`src/eac_pkg.sv`:
```
// Constants shared by the data EEPROM access controller and its testbench.
// Assumes an 8-bit I/O register bus and a 50 MHz system clock.
package eac_pkg;

    // I/O space offsets of the access registers
    localparam logic [5:0] EAC_OFS_CONTROL = 6'h1C;
    localparam logic [5:0] EAC_OFS_DATA    = 6'h1D;
    localparam logic [5:0] EAC_OFS_ADDR    = 6'h1E;

    // Control register field positions
    localparam int EAC_BIT_READ   = 0;
    localparam int EAC_BIT_PE     = 1;
    localparam int EAC_BIT_MPE    = 2;
    localparam int EAC_BIT_RIE    = 3;
    localparam int EAC_PM_LO      = 4;
    localparam int EAC_PM_HI      = 5;

    // Reset values and the erased cell value
    localparam logic [7:0] EAC_DATA_RST = 8'h00;
    localparam logic [7:0] EAC_ADDR_RST = 8'h00;
    localparam logic [7:0] EAC_ERASED   = 8'hFF;

    // Programming modes
    typedef enum logic [1:0] {
        EAC_PM_ATOMIC   = 2'b00,
        EAC_PM_ERASE    = 2'b01,
        EAC_PM_WRITE    = 2'b10,
        EAC_PM_RESERVED = 2'b11
    } eac_pm_t;

    // Timing: system clock and programming oscillator
    localparam int EAC_CLK_MHZ       = 50;
    localparam int EAC_OSC_KHZ       = 8000;
    localparam int EAC_ATOMIC_US     = 3400;
    localparam int EAC_SPLIT_US      = 1800;
    localparam int EAC_ATOMIC_TICKS  = EAC_ATOMIC_US * EAC_OSC_KHZ / 1000;
    localparam int EAC_SPLIT_TICKS   = EAC_SPLIT_US * EAC_OSC_KHZ / 1000;
    localparam int EAC_TIMER_W       = 16;

    // CPU-side cycle figures
    localparam logic [2:0] EAC_MPE_HOLD    = 3'h4;
    localparam logic [2:0] EAC_PROG_STALL  = 3'h2;
    localparam logic [2:0] EAC_READ_STALL  = 3'h4;

endpackage : eac_pkg

```
`src/eac_ctrl.sv`:
```
// Data EEPROM access controller: address, data and control registers,
// guarded program sequence, CPU stall and ready signalling.
// Assumes the CPU I/O bus strobes are one-cycle pulses synchronous to clk, and that
// osc_tick is a one-cycle pulse per period of the 8 MHz programming oscillator.
`timescale 1ns/1ps
// Operation
// - Linear 8-bit address, locations 0 to 255
// - Data register feeds writes, holds read byte
// - Mode field selects atomic, erase or write
// - Mode writes ignored while programming busy
// - Reset clears mode unless programming busy
// - Ready interrupt when enabled and global enable
// - Master enable self-clears after four cycles
// - Program enable only within master window
// - Programming start stalls CPU two cycles
// - Busy flag set until programming time elapses
// - Busy blocks flash programming via flash_prog_block
// - Read strobe fetches byte, stalls four cycles
// - Busy refuses reads and address changes
// - Control bits 7 and 6 read zero
// - Running programming survives a reset
// - Program time counted on oscillator ticks
module eac_ctrl #(
    parameter int ATOMIC_TICKS = eac_pkg::EAC_ATOMIC_TICKS,
    parameter int SPLIT_TICKS  = eac_pkg::EAC_SPLIT_TICKS
) (
    // Clock and reset
    input  wire logic       clk,
    input  wire logic       srst,
    // CPU I/O register bus
    input  wire logic [5:0] io_addr,
    input  wire logic       io_wr,
    input  wire logic       io_rd,
    input  wire logic [7:0] io_wdata,
    output logic      [7:0] io_rdata,
    // Programming oscillator tick
    input  wire logic       osc_tick,
    // CPU status
    input  wire logic       global_irq_en,
    output logic            cpu_stall,
    output logic            ready_irq,
    output logic            flash_prog_block
);
    // Timer width, kept local so the declarations below can be sized by it
    localparam int EAC_TIMER_W_L = eac_pkg::EAC_TIMER_W;

    // Register state
    logic [7:0]             nvm_addr_reg;       // Address register
    logic [7:0]             nvm_data_reg;       // Data register
    logic [1:0]             prog_mode_field;    // Programming mode
    logic                   ready_irq_enable;   // Ready interrupt enable
    logic                   master_prog_enable; // Master program enable
    logic                   prog_enable_busy;   // Program enable / busy
    logic [2:0]             mpe_cnt_reg;        // Master enable lifetime
    logic [2:0]             stall_cnt_reg;      // CPU stall countdown
    logic [EAC_TIMER_W_L-1:0] timer_reg;        // Oscillator ticks left
    logic [7:0]             prog_data_reg;      // Byte latched at start
    logic                   rd_pend_reg;        // Array read in flight
    logic [7:0]             io_rdata_reg;       // Registered bus read data
    logic [7:0]             array_q;            // Array read data

    // Bus decode
    wire ctrl_wr  = io_wr && (io_addr == eac_pkg::EAC_OFS_CONTROL);
    wire data_wr  = io_wr && (io_addr == eac_pkg::EAC_OFS_DATA);
    wire addr_wr  = io_wr && (io_addr == eac_pkg::EAC_OFS_ADDR);
    wire [7:0] ctrl_view = {2'h0, prog_mode_field, ready_irq_enable,
                            master_prog_enable, prog_enable_busy, 1'b0};
    wire [7:0] rd_mux = (io_addr == eac_pkg::EAC_OFS_CONTROL) ? ctrl_view :
                        (io_addr == eac_pkg::EAC_OFS_DATA)    ? nvm_data_reg :
                        (io_addr == eac_pkg::EAC_OFS_ADDR)    ? nvm_addr_reg : 8'h00;

    // Sequence decode
    wire mode_ok    = (prog_mode_field != 2'(eac_pkg::EAC_PM_RESERVED));
    wire prog_start = ctrl_wr && io_wdata[eac_pkg::EAC_BIT_PE] && master_prog_enable
                      && !prog_enable_busy && mode_ok && !srst;
    wire rd_start   = ctrl_wr && io_wdata[eac_pkg::EAC_BIT_READ]
                      && !prog_enable_busy && !srst;
    wire mpe_set    = ctrl_wr && io_wdata[eac_pkg::EAC_BIT_MPE] && !master_prog_enable;
    wire prog_done  = prog_enable_busy && osc_tick && (timer_reg == EAC_TIMER_W_L'(1));
    wire [EAC_TIMER_W_L-1:0] prog_ticks =
        (prog_mode_field == 2'(eac_pkg::EAC_PM_ATOMIC)) ? EAC_TIMER_W_L'(ATOMIC_TICKS)
                                                         : EAC_TIMER_W_L'(SPLIT_TICKS);
    wire erase_op   = (prog_mode_field == 2'(eac_pkg::EAC_PM_ERASE));
    wire wronly_op  = (prog_mode_field == 2'(eac_pkg::EAC_PM_WRITE));
    wire [7:0] array_wdata = erase_op ? eac_pkg::EAC_ERASED : prog_data_reg;

    // Storage array, written when the programming time has run out
    eac_array #(
        .DEPTH  (256),
        .ADDR_W (8)
    ) u_array (
        .clk     (clk),
        .wr_en   (prog_done),
        .wr_and  (wronly_op),
        .wr_addr (nvm_addr_reg),
        .wr_data (array_wdata),
        .rd_addr (nvm_addr_reg),
        .rd_data (array_q)
    );

    // Programming engine; the busy branch is tested first so that a reset cannot cut a
    // running operation short and leave a cell half programmed
    always_ff @(posedge clk)
    begin
        if (prog_enable_busy)
        begin
            // Time runs on oscillator ticks only, whatever the system clock rate
            if (prog_done)
            begin
                prog_enable_busy <= 1'b0;
            end
            else if (osc_tick)
            begin
                timer_reg <= timer_reg - EAC_TIMER_W_L'(1);
            end
        end
        else if (srst)
        begin
            // Idle reset; also settles the unknown power-up state of the flag
            prog_enable_busy <= 1'b0;
            timer_reg        <= '0;
        end
        else if (prog_start)
        begin
            prog_enable_busy <= 1'b1;
            timer_reg        <= prog_ticks;
            prog_data_reg    <= nvm_data_reg;
        end
    end

    // Mode field and address: held while busy, even across reset
    always_ff @(posedge clk)
    begin
        if (srst && !prog_enable_busy)
        begin
            prog_mode_field <= 2'(eac_pkg::EAC_PM_ATOMIC);
            nvm_addr_reg    <= eac_pkg::EAC_ADDR_RST;
        end
        else if (!prog_enable_busy)
        begin
            if (ctrl_wr)
            begin
                prog_mode_field <= io_wdata[eac_pkg::EAC_PM_HI:eac_pkg::EAC_PM_LO];
            end
            if (addr_wr)
            begin
                nvm_addr_reg <= io_wdata;
            end
        end
    end

    // Data register: software write, or array byte one cycle after a read strobe
    always_ff @(posedge clk)
    begin
        if (srst)
        begin
            nvm_data_reg <= eac_pkg::EAC_DATA_RST;
            rd_pend_reg  <= 1'b0;
        end
        else
        begin
            rd_pend_reg <= rd_start;
            if (rd_pend_reg)
            begin
                nvm_data_reg <= array_q;
            end
            else if (data_wr)
            begin
                nvm_data_reg <= io_wdata;
            end
        end
    end

    // Interrupt enable and master enable window
    always_ff @(posedge clk)
    begin
        if (srst)
        begin
            ready_irq_enable   <= 1'b0;
            master_prog_enable <= 1'b0;
            mpe_cnt_reg        <= 3'h0;
        end
        else
        begin
            if (ctrl_wr)
            begin
                ready_irq_enable <= io_wdata[eac_pkg::EAC_BIT_RIE];
            end
            if (mpe_set)
            begin
                master_prog_enable <= 1'b1;
                mpe_cnt_reg        <= eac_pkg::EAC_MPE_HOLD - 3'h1;
            end
            else if (master_prog_enable)
            begin
                // Rewriting the bit inside the window does not stretch it
                if (mpe_cnt_reg == 3'h0)
                begin
                    master_prog_enable <= 1'b0;
                end
                else
                begin
                    mpe_cnt_reg <= mpe_cnt_reg - 3'h1;
                end
            end
        end
    end

    // CPU stall countdown and registered bus read data
    always_ff @(posedge clk)
    begin
        if (srst)
        begin
            stall_cnt_reg <= 3'h0;
            io_rdata_reg  <= 8'h00;
        end
        else
        begin
            if (prog_start)
            begin
                stall_cnt_reg <= eac_pkg::EAC_PROG_STALL;
            end
            else if (rd_start)
            begin
                stall_cnt_reg <= eac_pkg::EAC_READ_STALL;
            end
            else if (stall_cnt_reg != 3'h0)
            begin
                stall_cnt_reg <= stall_cnt_reg - 3'h1;
            end
            io_rdata_reg <= io_rd ? rd_mux : 8'h00;
        end
    end

    // Outputs
    assign io_rdata         = io_rdata_reg;
    assign cpu_stall        = (stall_cnt_reg != 3'h0);
    assign ready_irq        = ready_irq_enable && global_irq_en && !prog_enable_busy;
    assign flash_prog_block = prog_enable_busy;
endmodule : eac_ctrl

```
`src/eac_array.sv`:
```
// Byte-wide storage array for the data EEPROM with a registered read port.
// Assumes a single clock; the write port may erase, overwrite or clear bits.
`timescale 1ns/1ps
module eac_array #(
    parameter int DEPTH  = 256,
    parameter int ADDR_W = 8
) (
    // Clock
    input  wire logic              clk,
    // Write port
    input  wire logic              wr_en,
    input  wire logic              wr_and,
    input  wire logic [ADDR_W-1:0] wr_addr,
    input  wire logic [7:0]        wr_data,
    // Read port
    input  wire logic [ADDR_W-1:0] rd_addr,
    output logic      [7:0]        rd_data
);
    // Cell contents, never reset: they model non-volatile storage
    logic [7:0] cells [DEPTH];

    // Write-only mode can only pull bits low, as a real cell would
    always_ff @(posedge clk)
    begin
        if (wr_en)
        begin
            cells[wr_addr] <= wr_and ? (cells[wr_addr] & wr_data) : wr_data;
        end
        rd_data <= cells[rd_addr];
    end

endmodule : eac_array

```
`config.mk`:
```
export PLATFORM = sky130hd
export DESIGN_NAME = eac_ctrl
export DESIGN_NICKNAME = d
export VERILOG_FILES = /design/src/eac_pkg.sv /design/src/eac_ctrl.sv /design/src/eac_array.sv
export SDC_FILE = /design/constraint.sdc
export NUM_CORES = 2
export LEC_CHECK = 0
export ABC_AREA = 1
export ABC_CLOCK_PERIOD_IN_PS = 20000
export BUFFER_PORTS_ARGS = -buffer_cell sky130_fd_sc_hd__buf_2
export CAP_MARGIN = 40
export CORE_ASPECT_RATIO = 1.75
export CORE_MARGIN = 5
export CORE_UTILIZATION = 40
export DETAILED_ROUTE_END_ITERATION = 6
export SYNTH_ARGS = -nofsm -noshare
export SYNTH_HDL_FRONTEND = slang
export SYNTH_SLANG_ARGS = --single-unit
```
`constraint.sdc`:
```
create_clock -name clk -period 20 [get_ports clk]
set_input_delay 1 -clock clk [delete_from_list [all_inputs] [get_ports clk]]
set_output_delay 1 -clock clk [all_outputs]
set_load 0.005 [all_outputs]
```
======== Word level (Yosys, flattened, before mapping) ========
Memory sizes are Yosys's and may differ from the RTL's. A register that Yosys moved wholly into a read port is not among the register bits.
Cells that the tools add are included.
word-level totals
  register bits after elaboration ......... 68
  RAM bits ................................ 2048
  bits of input ports ..................... 20
  output and inout bits ................... 11
  logic and storage cells ................. 106
  memories ................................ 1
memory list
  name           depth  width  read ports  clocked after memory_dff  wr ports  line             source
  u_array.cells  256    8      1           1                         1         eac_array.sv:20  logic [7:0] cells [DEPTH];
operators by class
  $add $sub $neg .......................... 3
  equality and inequality tests ........... 10
  muxes and demuxes ....................... 30
  bitwise logic cells ..................... 5
  reduce and logical (&&, ||, !) cells .... 40
operator list
  kind                                                  count
  2-to-1 mux 16 bit                                     5
  2-to-1 mux 8 bit                                      8
  equality test 6 x 5 -> 1 bit, second input constant   3
  logical AND 1 bit                                     18
  equality test 16 x 1 -> 1 bit, second input constant  1
  subtractor 16 x 1 -> 16 bit, second input constant    1
  2-to-1 mux 15 bit                                     1
  2-to-1 mux 1 bit                                      9
  nonzero test 3 bit                                    3
  AND 8 bit                                             1
  2-to-1 mux 2 bit                                      4
  != test 2 bit, second input constant                  4
  AND reduction 2 bit                                   4
  2-to-1 mux 3 bit                                      2
  2-to-1 mux 6 bit                                      1
  AND reduction 3 bit                                   2
  nonzero test 2 bit                                    3
  OR reduction 2 bit                                    3
  OR reduction 3 bit                                    2
  subtractor 3 x 1 -> 3 bit, second input constant      2
  inverter 1 bit                                        4
  zero test 1 bit                                       3
  zero test 3 bit                                       1
  equality test 2 x 1 -> 1 bit, second input constant   1
  2 further kinds                                       2

======== Longest topological paths before layout ========
  depth after elaboration ................. 10
  gate-level depth with buffers ........... 15
  depth with buffers taken out ............ 13

======== Hierarchy ========
Synthesis repeated with hierarchy kept, for this count alone.
second synthesis, totals
  cell total of the unflattened synthesis .. 12581
  area total of the unflattened synthesis .. 107119.0 µm²
by module, submodules not included
  module     instances  cells an instance  area each (µm²)  sequential area each (µm²)
  eac_array  1          12174              104073.6         61659.1
  eac_ctrl   1          407                3045.4           1441.4

======== Worst setup path after synthesis ========
No wires, ideal clock.
  path type ............................... register to register
  start point ............................. reg (tool-made name)
  end point ............................... mem u_array.cells[0][1], data pin
  library setup time ...................... 1.578 ns
  data arrival time ....................... 8.326 ns
  required time ........................... 18.422 ns
  setup slack ............................. 10.096 ns
  stages on the path, launching flop included .. 16
  path buffers ............................ 4
  period minus slack after synthesis ...... 9.904 ns
  cell sequence ........................... dfxtp_1 > buf_4 > inv_4 > buf_6 > buf_6 > buf_2 > nand2_1 > nand3_1 > nand3_1 > nand3_1 > nand3_1 > nand3_1 > nand3_1 > nand3_1 > nand2_1 > a21oi_1
RTL lines
  what           line
  end, declared  eac_array.sv:20

==> flow_metrics.tcl <==
set metrics [dict create \
    outcome "complete, no violations" \
    first_pass_grt_wire_length_mm 371 \
    cts.repair.resized 0 \
    post_cts_hold_buffer_count 0 \
    number_of_enable_type_register_cells_in_the_synthesized_netlist 2072 \
    p_sw_share_pct 22.7 \
    cellLeakagePower_nw 32.6 \
    crit_path_max_fanout 75 \
    setup_repair_after_global_routing_missed_its_margin "no" \
    hold_viol_final 0 \
    hold_start "io_wdata[6]" \
    design_area_um2 95100 \
    ant_nets 0 \
    post-cts-setup-buffers 0 \
    synthXorXnorAreaFrac_pct 0.0611 \
    yosys-top-cells-area "sky130_fd_sc_hd__edfxtp_1 72%, sky130_fd_sc_hd__nand3_1 12%, sky130_fd_sc_hd__nand2_1 9.4%" \
    sequential_cell_area_um2 63300 \
    clock_skew_ns 0.0548 \
    critPathKind "reg2reg" \
    synth_compound_gate_area_share_pct 0.502 \
    synth.most_common_cell "sky130_fd_sc_hd__nand2_1" \
    num_vias 57100 \
    yosys-mux-area-fraction_pct 0 \
    worstMarginPinSlew_ns 1.25 \
    worst_ep_required_time_ns 20.48 \
    final.period_utilization_pct 39.1 \
    synth_top_family_by_area "simple AND/OR/NAND/NOR gates" \
    syn_nets 7326 \
    power_frac_comb_pct 6.4 \
    clk_transition_reported_paths_ns 0.07 \
    synth.cells.most_frequent "2163 x sky130_fd_sc_hd__nand2_1, 2072 x sky130_fd_sc_hd__edfxtp_1, 2041 x sky130_fd_sc_hd__nand3_1, 320 x sky130_fd_sc_hd__buf_2, 302 x sky130_fd_sc_hd__nor2_1" \
    die_area_um2 225000 \
    floorplan.initialDensity_pct 40.1 \
    period_needed_ns 7.81 \
    nFillCells 19500 \
    critPathArrivalTime_ns 8.30 \
    synthToLayoutAreaGrowth_pct 10.5 \
    synth_simple_gate_area_share_pct 22.8 \
    synth.lib_cells_used.distinct 30 \
    initialDrtViolationCount 5864 \
    grt_max_degree 204 \
    synth_adder_area_share_pct 0.0872 \
    fin_cells 10200 \
    tritoncts "built" \
    dp_hpwl_mm 152 \
    highest_attainable_clock_frequency_ghz 0.128 \
    ioPinCount 31 \
    ctsRootBufferMaster "sky130_fd_sc_hd__clkbuf_16" \
    peakVddDrop_mv 0.0737 \
    power.share.sequential_pct 54.5 \
    timing.max_slew.rel_slack_pct 16.4 \
    multi_input_area_um2 20300 \
    timing.hold.worst.class "in2reg" \
    place_ws_ns 12.22 \
    timing.final.ws_setup_ns 12.19 \
    remaining_drc_errors 0 \
    first_pass_drt_iterations 6 \
    power.density_nw_per_um2 94.7 \
    internal_power_mw 6.96 \
    critical_path.endpoint_type "register" \
    cts.path.max_buffers 4 \
    ys_ff_latch 2124 \
    first_global_vias 55300 \
    grt_util_all_layers_pct 21.9 \
    dpl.cell_count 9883 \
    htree_num_levels 4 \
    setup_viol 0 \
    core-area_um2 215000 \
    detail_route.wl_per_cell_um 25.0 \
    placement.io_buffers 30 \
    largest_register_ff_count 2048 \
    cts.sink_count 2124 \
    synth_area_leader_cell "sky130_fd_sc_hd__edfxtp_1" \
    mappedNetlistArea_um2 86100 \
    ys.warnings.count 0 \
    proportion_of_register_bits_with_asynchronous_set_or_reset_after_synthesis_pct 0 \
    critPathLaunchType "register" \
    postPlaceCellArea_um2 89400 \
    timing.final.max_slew_violations 0 \
    synthFlopType "sky130_fd_sc_hd__edfxtp_1" \
    timing.critical_path.cells "buf_4, buf_4, buf_4, buf_4, nand2_1, nand3_1, nand3_1, nand3_1, nand3_1, nand3_1, nand3_1, nand3_1, nand2_1, a21oi_4, buf_4, buf_4, buf_4" \
    power.net_switching_mw 2.05 \
    per_cell_via_count_in_the_routed_design 5.60 \
    fin_tns_setup_ns 0 \
    gp_routability_congestion 0.868 \
    grt_antenna_before_repair 6 \
    overflow_left_after_global_routing 0 \
    chipHeight_um 624 \
    floorplan.die.width_um 361 \
    clkLatencyLatePin_ns 0.83 \
    route.final.wire_length_mm 255 \
    fp-row-count 225 \
    cap_violations 0 \
    drive_gt1_share_pct 7.20 \
    nets 7256 \
    synth_sequential_area_ratio_pct 73.5 \
    final.hold.worst_slack_ns 0.471 \
    cts_buffers 181 \
    worst_path_largest_cell_delay_ns 0.77 \
    post_synth.cell_area_avg_um2 11.8 \
    clkPwrFrac_pct 39.1 \
    synth_largest_type_area_fraction_pct 72.3 \
    netlist_instances 7300 \
    cpMaxStageDelayCell "sky130_fd_sc_hd__buf_4" \
]
==> power by group through the flow <==
stage,registers [mW],clock network (mW),logic (mW)
after global placement,5.01,0,0.566
after CTS,4.91,3.56,0.577
final,4.91,3.52,0.576
after detailed placement,5.01,0,0.575
after floorplan,5.03,0,0.336
after global routing,4.91,3.73,0.615
==> cells in the final DEF, fill, tap and decap left out, drive strengths merged <==
| cell type | Yosys | routed |
|---|---|---|
| a31oi | 14 | 14 |
| o2111ai | 1 | 1 |
| clkinvlp | 0 | 5 |
| nor3 | 11 | 11 |
| bufinv | 0 | 17 |
| buf | 389 | 235 |
| a211oi | 2 | 2 |
| edfxtp | 2072 | 2072 |
| nand3b | 1 | 1 |
| or2 | 2 | 2 |
| ha | 6 | 6 |
| inv | 71 | 73 |
| dfxtp | 52 | 52 |
| xnor2 | 2 | 2 |
| diode | 0 | 1 |
| clkinv | 0 | 73 |
| nand3 | 2041 | 2041 |
| nand2 | 2163 | 2163 |
| xor2 | 4 | 4 |
| o21ai | 31 | 31 |
| nor4 | 4 | 4 |
| nor2 | 302 | 302 |
| clkbuf | 99 | 220 |
| a21oi | 33 | 33 |
==> path summary, 6_finish.rpt <==
path	endpoint	slack [ns]	cells after the start
setup reg to reg	u_array.cells[217][6]$_DFFE_PP_	12.19	17
hold reg to reg	mpe_cnt_reg[0]$_SDFFE_PP0P_	0.47	2
hold / removal	nvm_data_reg[6]$_SDFFE_PP0P_	0.47	3
setup / recovery	u_array.cells[217][6]$_DFFE_PP_	12.19	17
==> stage by stage <==
step	total power [mW]	utilization (%)
after floorplan	5.37	-
after global placement	5.57	41.3
after detailed placement	5.58	41.7
after CTS	9.05	44.3
after global routing	9.25	44.4
final	9.01	44.4
==> cells by family (layout without fill, tap and decap cells) <==
logic type	count (synthesis)	after routing
simple gates	4524	4524
flops	2124	2124
buf+inv	559	623
compound gates	81	81
fa+ha+maj	6	6
xor+xnor	6	6
other cells	0	1
==> metal layers <==
layer  global-route usage (%)  vias to the layer above  wire, µm
met5                        0                        -        28
met4                     13.9                        4     19400
met3                     2.66                      631     16300
met2                     38.9                     2446    131000
met1                     25.2                    28300     88800
li1                         -                    25700         -
==> final cells by class <==
| type | count | area share (%) |
|---|---|---|
| Sequential cell | 2124 | 66.5 |
| Clock inverter | 97 | 0.940 |
| Tap cell | 2837 | 3.73 |
| Multi-Input combinational cell | 4617 | 21.3 |
| Timing Repair Buffer | 235 | 2.08 |
| Inverter | 71 | 0.316 |
| Clock buffer | 220 | 5.08 |
| Antenna cell | 1 | 0.00263 |
==> worst max-delay path: cells and delay by family (launching register included) <==
family | cells | cell delay, ns
compound gates | 1 | 0.25
buf+inv | 7 | 4.73
simple gates | 9 | 1.41
flops | 1 | 0.76
Power figures use the tool's default switching activity.
